[config.mk]
export PLATFORM = sky130hd
export DESIGN_NAME = wses_top
export DESIGN_NICKNAME = d
export VERILOG_FILES = /design/src/verilog/wses_pkg.sv /design/src/verilog/wses_top.sv
export VERILOG_INCLUDE_DIRS = /design/src /design/src/verilog
export SDC_FILE = /design/constraint.sdc
export NUM_CORES = 1
export LEC_CHECK = 0
export BUFFER_PORTS_ARGS = -buffer_cell sky130_fd_sc_hd__buf_2
export CORE_MARGIN = 10
export CORE_UTILIZATION = 40
export CTS_BUF_LIST = sky130_fd_sc_hd__clkbuf_8
export DETAILED_ROUTE_END_ITERATION = 8
export GPL_ROUTABILITY_DRIVEN = 0
export PLACE_DENSITY = 0.72
export SYNTH_ARGS = -nofsm -noshare
export SYNTH_HDL_FRONTEND = slang
export SYNTH_SLANG_ARGS = --single-unit
[constraint.sdc]
create_clock -name pclk -period 3.25 [get_ports pclk]
set_input_delay 0.65 -clock pclk [delete_from_list [all_inputs] [get_ports pclk]]
set_output_delay 0.65 -clock pclk [all_outputs]
set_load 0.01 [all_outputs]
[src/verilog/wses_consts.svh]
// constants for the wake event status and enable block
`ifndef WSES_CONSTS_SVH
`define WSES_CONSTS_SVH
// register indices; byte address is four times the index
`define WSES_IDX_GLOBAL 6'h02
`define WSES_IDX_STS_HI 6'h07
`define WSES_IDX_STS_50 6'h08
`define WSES_IDX_RSVD 6'h09
`define WSES_IDX_EN_PERIPH 6'h0a
`define WSES_IDX_EN_10S 6'h0b
`define WSES_IDX_IRQ_STS 6'h10
`define WSES_IDX_IRQ_MASK 6'h11
// reset and fill values
`define WSES_RST_BYTE 8'h00
`define WSES_RST_IRQ 3'h0
`define WSES_ZERO32 32'h0000_0000
`define WSES_RST_BIT 1'b0
`define WSES_REQ_IDLE 1'b1
// field positions
`define WSES_GLOBAL_BIT 0
`define WSES_PERIPH_RSVD_BIT 0
`define WSES_IRQ_HI 0
`define WSES_IRQ_50 1
`define WSES_IRQ_REQ 2
// widths
`define WSES_NPINS 16
`define WSES_IRQ_W 3
`endif

[src/verilog/wses_pkg.sv]
// types shared by the wake event status and enable block
`default_nettype none
package wses_pkg;
  // the sixteen asynchronous wake pins, one byte per status register
  typedef struct packed {
    logic [7:0] pins_50s; // general_io_57 .. general_io_50
    logic [7:0] pins_hi; // general_io_61,60,43,41,33,32,31,30
  } wses_pins_t;
  // status bits kept by sibling registers, same clock domain
  typedef struct packed {
    logic [7:0] periph; // peripheral wake status, bit 0 unused
    logic [7:0] pins_10s; // general_io_17 .. general_io_10
  } wses_ext_sts_t;
  // enable bits kept by sibling registers for our status bits
  typedef struct packed {
    logic [7:0] pins_50s; // enables for pins 50..57
    logic [7:0] pins_hi; // enables for pins 30..61 group
  } wses_ext_en_t;
endpackage
`default_nettype wire

[src/verilog/wses_top.sv]
// wake event status and enable registers with apb slave and interrupt
//
// The APB interface to the registers is this design's own decision.
`include "wses_consts.svh"
`default_nettype none
module wses_top (
  input wire logic pclk, // 25 MHz bus clock
  input wire logic presetn, // standby-supply power-on reset
  input wire logic main_reset, // main, soft or hard reset level
  input wire logic psel, // apb select
  input wire logic penable, // apb access phase
  input wire logic pwrite, // apb direction
  input wire logic [7:0] paddr, // apb byte address
  input wire logic [31:0] pwdata, // apb write data
  input wire logic [3:0] pstrb, // apb write strobes
  output logic [31:0] prdata, // apb read data
  output logic pready, // apb ready
  output logic pslverr, // apb error, unmapped address
  input wire wses_pkg::wses_pins_t wake_pins, // asynchronous wake pins
  input wire wses_pkg::wses_ext_sts_t ext_status, // sibling status bits
  input wire wses_pkg::wses_ext_en_t ext_enable, // sibling enable bits
  output logic wake_request_out_n, // active-low wake request
  output logic irq // level interrupt
);

  // register index of a byte address, low bits must be zero
  function automatic logic hit(input logic [7:0] addr, input logic [5:0] idx);
    hit = (addr[1:0] == 2'b00) && (addr[7:2] == idx);
  endfunction

  // synchroniser stages, three flops per pin
  logic [15:0] sync1_reg; // first stage, read only by stage two
  logic [15:0] sync2_reg; // second stage
  logic [15:0] sync3_reg; // third stage
  logic [15:0] level_reg; // filtered pin level
  logic [15:0] event_next; // one-cycle rising event per pin

  // register file
  logic [7:0] sts_hi_reg; // status, pins 30..61 group
  logic [7:0] sts_50_reg; // status, pins 50..57
  logic [7:0] en_periph_reg; // peripheral enables
  logic [7:0] en_10s_reg; // enables, pins 10..17
  logic wake_global_enable_reg; // global wake enable
  logic [2:0] irq_sts_reg; // sticky interrupt causes
  logic [2:0] irq_mask_reg; // interrupt mask
  logic [2:0] irq_set; // interrupt cause events

  // bus decode
  logic access; // access phase waiting for ready
  logic done; // completing edge of a transfer
  logic wr_done; // completing write
  logic rd_done; // completing read
  logic wr_lane0; // byte lane zero is written
  logic mapped; // address decodes to a register
  logic [7:0] rd_byte; // read mux result
  logic wake_cond; // request condition
  logic wake_cond_q; // request condition one cycle ago

  // pin synchronisers; the first flop feeds nothing but the second
  // stages reset low like an idle pin, so release brings no false event
  generate
    for (genvar i = 0; i < `WSES_NPINS; i++) begin : g_sync
      always_ff @(posedge pclk or negedge presetn) begin
        if (!presetn) begin
          sync1_reg[i] <= `WSES_RST_BIT;
          sync2_reg[i] <= `WSES_RST_BIT;
          sync3_reg[i] <= `WSES_RST_BIT;
        end else begin
          sync1_reg[i] <= wake_pins[i];
          sync2_reg[i] <= sync1_reg[i];
          sync3_reg[i] <= sync2_reg[i];
        end
      end
      // level changes only once stages two and three agree
      always_ff @(posedge pclk or negedge presetn) begin
        if (!presetn) begin
          level_reg[i] <= `WSES_RST_BIT;
        end else if (sync2_reg[i] == sync3_reg[i]) begin
          level_reg[i] <= sync3_reg[i];
        end
      end
      // a wake event is the agreed rise of the pin
      always_comb begin
        event_next[i] = sync2_reg[i] & sync3_reg[i] & ~level_reg[i];
      end
    end
  endgenerate

  // apb phases; one wait state so every output is a flop
  assign access = psel & penable & ~pready;
  assign done = psel & penable & pready;
  assign wr_done = done & pwrite;
  assign rd_done = done & ~pwrite;
  assign wr_lane0 = wr_done & pstrb[0];

  // address decode, unmapped addresses answer with an error
  always_comb begin
    mapped = hit(paddr, `WSES_IDX_GLOBAL) | hit(paddr, `WSES_IDX_STS_HI) |
             hit(paddr, `WSES_IDX_STS_50) | hit(paddr, `WSES_IDX_RSVD) |
             hit(paddr, `WSES_IDX_EN_PERIPH) | hit(paddr, `WSES_IDX_EN_10S) |
             hit(paddr, `WSES_IDX_IRQ_STS) | hit(paddr, `WSES_IDX_IRQ_MASK);
  end

  // read mux, narrow data in the low byte
  always_comb begin
    rd_byte = `WSES_RST_BYTE;
    if (hit(paddr, `WSES_IDX_GLOBAL)) begin
      rd_byte[`WSES_GLOBAL_BIT] = wake_global_enable_reg;
    end else if (hit(paddr, `WSES_IDX_STS_HI)) begin
      rd_byte = sts_hi_reg;
    end else if (hit(paddr, `WSES_IDX_STS_50)) begin
      rd_byte = sts_50_reg;
    end else if (hit(paddr, `WSES_IDX_EN_PERIPH)) begin
      rd_byte = en_periph_reg;
    end else if (hit(paddr, `WSES_IDX_EN_10S)) begin
      rd_byte = en_10s_reg;
    end else if (hit(paddr, `WSES_IDX_IRQ_STS)) begin
      rd_byte[2:0] = irq_sts_reg;
    end else if (hit(paddr, `WSES_IDX_IRQ_MASK)) begin
      rd_byte[2:0] = irq_mask_reg;
    end
    // reserved index and unmapped space fall through as zero
  end

  // bus answer flops, ready raised for exactly one cycle
  // write accesses answer zero so stale read data never reaches the bus
  always_ff @(posedge pclk or negedge presetn) begin
    if (!presetn) begin
      pready <= `WSES_RST_BIT;
      pslverr <= `WSES_RST_BIT;
      prdata <= `WSES_ZERO32;
    end else if (access) begin
      pready <= 1'b1;
      pslverr <= ~mapped;
      prdata <= pwrite ? `WSES_ZERO32 : {24'h00_0000, rd_byte};
    end else begin
      pready <= 1'b0;
      pslverr <= 1'b0;
      prdata <= `WSES_ZERO32;
    end
  end

  // status for pins 30..61 group; set wins over a clear in the same cycle
  // only the standby reset reaches here, main reset is ignored on purpose
  always_ff @(posedge pclk or negedge presetn) begin
    if (!presetn) begin
      sts_hi_reg <= `WSES_RST_BYTE;
    end else begin
      sts_hi_reg <= (sts_hi_reg & ~((wr_lane0 && hit(paddr, `WSES_IDX_STS_HI)) ? pwdata[7:0] : 8'h00))
                    | event_next[7:0];
    end
  end

  // status for pins 50..57, same sticky write-one-to-clear scheme
  always_ff @(posedge pclk or negedge presetn) begin
    if (!presetn) begin
      sts_50_reg <= `WSES_RST_BYTE;
    end else begin
      sts_50_reg <= (sts_50_reg & ~((wr_lane0 && hit(paddr, `WSES_IDX_STS_50)) ? pwdata[7:0] : 8'h00))
                    | event_next[15:8];
    end
  end

  // enable registers, untouched by main reset
  always_ff @(posedge pclk or negedge presetn) begin
    if (!presetn) begin
      en_periph_reg <= `WSES_RST_BYTE;
      en_10s_reg <= `WSES_RST_BYTE;
    end else if (wr_lane0) begin
      if (hit(paddr, `WSES_IDX_EN_PERIPH)) begin
        en_periph_reg <= {pwdata[7:1], 1'b0};
      end
      if (hit(paddr, `WSES_IDX_EN_10S)) begin
        en_10s_reg <= pwdata[7:0];
      end
    end
  end

  // global enable, bits above zero are reserved
  always_ff @(posedge pclk or negedge presetn) begin
    if (!presetn) begin
      wake_global_enable_reg <= `WSES_RST_BIT;
    end else if (wr_lane0 && hit(paddr, `WSES_IDX_GLOBAL)) begin
      wake_global_enable_reg <= pwdata[`WSES_GLOBAL_BIT];
    end
  end

  // request condition over all sources this block sees
  // our status meets sibling enables and sibling status meets our enables,
  // so each half of every source pair lives on one side only
  always_comb begin
    wake_cond = wake_global_enable_reg &
                (|(sts_hi_reg & ext_enable.pins_hi) |
                 |(sts_50_reg & ext_enable.pins_50s) |
                 |(ext_status.periph & en_periph_reg) |
                 |(ext_status.pins_10s & en_10s_reg));
  end

  // request output from a flop, one cycle behind the condition
  always_ff @(posedge pclk or negedge presetn) begin
    if (!presetn) begin
      wake_request_out_n <= `WSES_REQ_IDLE;
      wake_cond_q <= `WSES_RST_BIT;
    end else begin
      wake_request_out_n <= ~wake_cond;
      wake_cond_q <= wake_cond;
    end
  end

  // interrupt causes: new pin events and a fresh wake request
  // a pin held high raises its cause once; the level filter blocks repeats
  assign irq_set[`WSES_IRQ_HI] = |event_next[7:0];
  assign irq_set[`WSES_IRQ_50] = |event_next[15:8];
  assign irq_set[`WSES_IRQ_REQ] = wake_cond & ~wake_cond_q;

  // interrupt status, cleared by its read, set wins over the read
  // main reset clears the interrupt side only; wake registers keep state
  always_ff @(posedge pclk or negedge presetn) begin
    if (!presetn) begin
      irq_sts_reg <= `WSES_RST_IRQ;
    end else if (main_reset) begin
      irq_sts_reg <= irq_set;
    end else if (rd_done && hit(paddr, `WSES_IDX_IRQ_STS)) begin
      irq_sts_reg <= irq_set;
    end else begin
      irq_sts_reg <= irq_sts_reg | irq_set;
    end
  end

  // interrupt mask, one bit per cause
  always_ff @(posedge pclk or negedge presetn) begin
    if (!presetn) begin
      irq_mask_reg <= `WSES_RST_IRQ;
    end else if (main_reset) begin
      irq_mask_reg <= `WSES_RST_IRQ;
    end else if (wr_lane0 && hit(paddr, `WSES_IDX_IRQ_MASK)) begin
      irq_mask_reg <= pwdata[2:0];
    end
  end

  // level interrupt from a flop
  always_ff @(posedge pclk or negedge presetn) begin
    if (!presetn) begin
      irq <= `WSES_RST_BIT;
    end else begin
      irq <= |(irq_sts_reg & irq_mask_reg);
    end
  end
endmodule // wses_top
`default_nettype wire
Word-level counts from Yosys, hierarchy flattened
Cells that the tools add are included.

word-level totals
  output and inout port bits = 36
  logic and storage cells = 227
  flip-flop bits (word level) = 139
  input bits = 98

cells by class
  muxes and demuxes = 19
  bitwise gates (word level) = 83
  equal/unequal tests = 24
  reductions and logical operators = 24

operator list
  cell                  count
  $mux W8               7
  $and A8 B8 Y8         6
  $reduce_or A8 Y1      6
  $and A1 B1 Y1         40
  $eq A6 B4 Y1 const B  4
  $mux W3               7
  $not A1 Y1            21
  $eq A1 B1 Y1          16
  $not A8 Y8            2
  $or A8 B8 Y8          2
  $logic_and A1 B1 Y1   13
  $eq A6 B5 Y1 const B  2
  $or A1 B1 Y1          10
  $mux W7               1
  $eq A6 B2 Y1 const B  1
  $eq A6 B3 Y1 const B  1
  $mux W5               1
  $reduce_and A2 Y1     2
  $and A3 B3 Y3         1
  $mux W1               3
  $or A3 B3 Y3          1
  $reduce_or A3 Y1      1
  $logic_not A2 Y1      1
  $reduce_bool A2 Y1    1

Logic depth before layout (Yosys ltp)
  word-level depth = 11
  depth in mapped cells = 7
  mapped depth without buffers = 5

Worst setup path after synthesis
Ideal clock, no wire load.

  path kind = input to register
  from = input paddr[7]
  to = register en_10s_reg[0]
  slack = 1259 ps
  stages = 6
  setup time = 125 ps
  required time = 3125 ps
  arrival = 1866 ps
  cell sequence = nor4_4 > nand3b_2 > nor2_1 > and3_1 > buf_4 > mux2_2

on the way
  cells in the longest elaborated chain, start to end = 3

ends and longest elaborated chain
  element                      RTL line         text
  start: declaration           wses_top.sv:13   input wire logic [7:0] paddr,
  $eq A6 B4 Y1                 wses_top.sv:28   hit = (addr[1:0] == 2'b00) && (addr[7:2] == idx);
  $logic_and A1 B1 Y1          wses_top.sv:28
  $reduce_and A2 Y1 (no line)  --
  end signal: assignment       wses_top.sv:168  en_10s_reg <= `WSES_RST_BYTE;
  end signal: assignment       wses_top.sv:174  en_10s_reg <= pwdata[7:0];
  end: declaration             wses_top.sv:42   logic [7:0] en_10s_reg;

Every way passes these cells.
A chain may end at the register's enable or synchronous reset.

Worst setup path after layout
  from = input paddr[7]
  to = register en_10s_reg[7]

Same word-level chain as after synthesis.

==> impl_metrics.csv <==
group,metric,value,unit
status,outcome,"finished, final reports clean",
min_path,min_delay_worst_type,"input pin to asynchronous set/reset pin",
floorplanning,placementRows,39,
worst_setup_path,critPathCaptureType,"flop",
clock_network,clkSinkCount,115,
global_route,global_route_wire_length_before_repair,17420,um
clock_network,worstSkewPairLatency,0.43,ns
synth,mappedNetlistArea,4706,um2
synth,synth_seq_area_share,61.18,%
finish,multi_input_comb_area,1694,um2
synth,syn_inst,357,
drt,detail_route.iter0.violations,242,
worst_setup_path,critical_path.max_stage_delay,0.45,ns
worst_setup_path,critPathSlowestCell,"sky130_fd_sc_hd__and3_1",
power_and_ir_drop,power.leakage,0.002644,uW
global_route,grt_max_degree,70,
sta,layout_worst_path_cycle_share,67.64,%
sta,hold_viol,0,
clock_network,ctsRootBufferMaster,"sky130_fd_sc_hd__clkbuf_8",
drt,postRouteWirelength,11010,um
finish,num-nets-final,566,
clock_network,clk_path_buf_depth,2,
floorplanning,initial_core_util,41.04,%
power_and_ir_drop,peak_supply_drop,0.0002781,V
synth,synthArstFlopShare,100.0,%
synth,edff_count_synth,0,
finish,stdcell_area,5637,um2
worst_setup_path,worst_setup_path_start_kind,"input pin",
sta,tns,0,ns
drt,wl_per_cell,18.11,um
placement,detailedPlacementHpwl,8407,um
placement,detailedPlace.worstSlack,0.6428,ns
sta,worst_clock_skew,0.008092,ns
finish,seq_area,2879,um2
worst_setup_path,critPathKind,"input pin to flop",
drt,vias,3096,
synth,synth.top_cell.area_share,60.62,%
global_route,globalRouteTotalUtil,13.65,%
synth,synth_xor_xnor_area_share,0,%
worst_setup_path,crit_path_cell_trace,"buf_2 -> nor4_4 -> nand3b_2 -> nor2_1 -> and3_1 -> mux2_2",
floorplanning,die_height,128.5,um
synth,avgSynthCellArea,13.18,um2
sta,slew_headroom,64.18,%
power_and_ir_drop,power_density,566.9,nW/um2
sta,report.final.setup_viol,0,
clock_network,cts_repair_resize_count,0,
synth,synth_top_cells_by_area,"sky130_fd_sc_hd__dfrtp_1 (61%), sky130_fd_sc_hd__mux2_2 (9.3%), sky130_fd_sc_hd__ha_1 (4.3%)",
floorplanning,top_level_port_count,134,
worst_setup_path,critPathBufInv,1,
synth,synth_simple_gate_area_share,10.93,%
floorplanning,fp.coreArea,11470,um2
global_route,first_global_vias,3382,
synth,post_synth_num_cell_types,37,
synth,post_synth_fa_ha_maj_area_fraction,4.254,%
clock_network,cts_inserted_buffers,17,
worst_setup_path,crit_family,"simple AND/OR/NAND/NOR gates",
placement,dpl-instance-area,5199,um2
worst_setup_path,arrival,2.50,ns
synth,yosys.cell_count.top_type,"sky130_fd_sc_hd__dfrtp_1",
power_and_ir_drop,finalPower,3196,uW
clock_network,h-tree-depth,4,
worst_setup_path,crit_path_max_fanout,12,
finish,fraction_of_layout_instances_using_a_drive_strength_above_1,33.98,%
synth,synth.largest_area_cell,"sky130_fd_sc_hd__dfrtp_1",
synth,dominant_combinational_cell_family_by_area_after_synthesis,"simple AND/OR/NAND/NOR gates",
sta,drv_slew,0,
floorplanning,floorplan.die_area,16500,um2
finish,n_antenna_cell,0,
synth,synth_compound_area_share,8.508,%
drt,dr.pass1.iters,5,
sta,least_setup_slack_across_all_paths_after_layout,1.052,ns
placement,place.port_buffers,81,
finish,area_growth,19.78,%
synth,total_number_of_yosys_warnings,0,
floorplanning,die_width,128.5,um
clock_network,clock_tree_from_tritoncts,"done",
finish,fillCellCount,1031,
synth,yosys_most_used_dff,"sky130_fd_sc_hd__dfrtp_1",
drt,drcViolationCount,0,
synth,post_synth_top_cells,"sky130_fd_sc_hd__dfrtp_1 (114), sky130_fd_sc_hd__mux2_2 (39), sky130_fd_sc_hd__buf_4 (25), sky130_fd_sc_hd__nand2_1 (25), sky130_fd_sc_hd__nor2_1 (22)",
clock_network,cts_setup_buffers,0,
sta,grt_setup_unrepaired,"no",
clock_network,clkSlewWorstSetupHoldPaths,0.07,ns
drt,ant_nets,0,
sta,post_route_hold_slack,0.08897,ns
global_route,overflow,0,
drt,viasPerCell,5.092,
sta,tightestPinTransition,0.5325,ns
synth,mux_contribution_to_synthesized_area,10.40,%
global_route,grt_antenna_before_repair,1,
clock_network,postCtsHoldBufs,0,
job,max_cap_violations,0,
worst_setup_path,critical_path_required,3.55,ns
synth,yosys_register_bits,115,
sta,time_the_final_worst_path_needs_with_i_o_delays_and_setup,2.198,ns
sta,achievable_clock_frequency,0.4549,GHz
## final timing paths
kind,from,endpoint,slack [ns],depth (start not counted)
hold reg to reg,sync1_reg[6]$_DFF_PN0_,sync2_reg[6]$_DFF_PN0_,0.35,0
min in group pclk,wake_pins[9],sync1_reg[9]$_DFF_PN0_,0.32,1
setup reg to reg,pready$_DFF_PN0_,en_10s_reg[7]$_DFFE_PN0P_,1.24,5
setup / recovery,paddr[7],en_10s_reg[7]$_DFFE_PN0P_,1.05,6
max in group asynchronous,presetn,wake_request_out_n$_DFF_PN1_,2.52,2
hold / removal,presetn,sync1_reg[9]$_DFF_PN0_,0.09,1
## placed cells by master (no fill, tap or decap), drive strengths merged, types with 3 or more instances in the layout
cell type | netlist | layout
ha | 16 | 16
inv | 3 | 6
conb | 1 | 24
nor4 | 6 | 6
bufinv | 0 | 4
a21oi | 6 | 6
a22oi | 19 | 19
nand4 | 3 | 3
clkbuf | 4 | 20
buf | 26 | 83
and3 | 3 | 3
dfrtp | 114 | 114
clkinv | 0 | 4
o221ai | 3 | 3
mux2i | 5 | 5
mux2 | 39 | 39
nor2b | 18 | 18
a21o | 16 | 16
nand3 | 7 | 7
nor2 | 24 | 24
nand2 | 25 | 25
## layout make-up
class                      count  share of cell area, %
sequential                   115                  51.08
multi-input combinational    232                  30.06
timing repair buffer          83                  7.725
clock buffer                  20                  4.883
tap                          143                  3.174
clock inverter                12                  2.886
inverter                       3                 0.1998
## worst register-to-register path, stage by stage, from the launching register on
cell	delay, ns
sky130_fd_sc_hd__dfrtp_1	0.37
sky130_fd_sc_hd__and3_1	0.19
sky130_fd_sc_hd__nand3_1	0.26
sky130_fd_sc_hd__nor2_1	0.21
sky130_fd_sc_hd__and3_1	0.45
sky130_fd_sc_hd__mux2_2	0.39
## routing by layer
metal  part of all wire [%]  track usage [%]  wire length, um  up-vias
met5                  0.064                0                7        -
met4                    3.7            6.424              409        2
met3                    9.9            5.749             1090       35
met2                     49            21.99             5361      145
met1                     38            15.42             4139     1490
li1                       -                -                -     1424
## where the power goes
part	internal, uW	switching [uW]	total (uW)
Clock	886	556	1440
Sequential	1500	31.8	1530
Combinational	97.3	126	224
Total	2480	714	3200
## stage by stage
stage,std cells,util (%)
after floorplan,380,-
after global placement,576,45.34
after detailed placement,576,45.34
after CTS,608,49.15
after global routing,608,49.15
final,608,49.15
## cell families after synthesis
logic type | count (synthesis)
compound gates | 53
simple gates | 95
flops | 115
mux | 44
other cells | 1
fa+ha+maj | 16
buf+inv | 33
(Power assumes the default switching activity.)
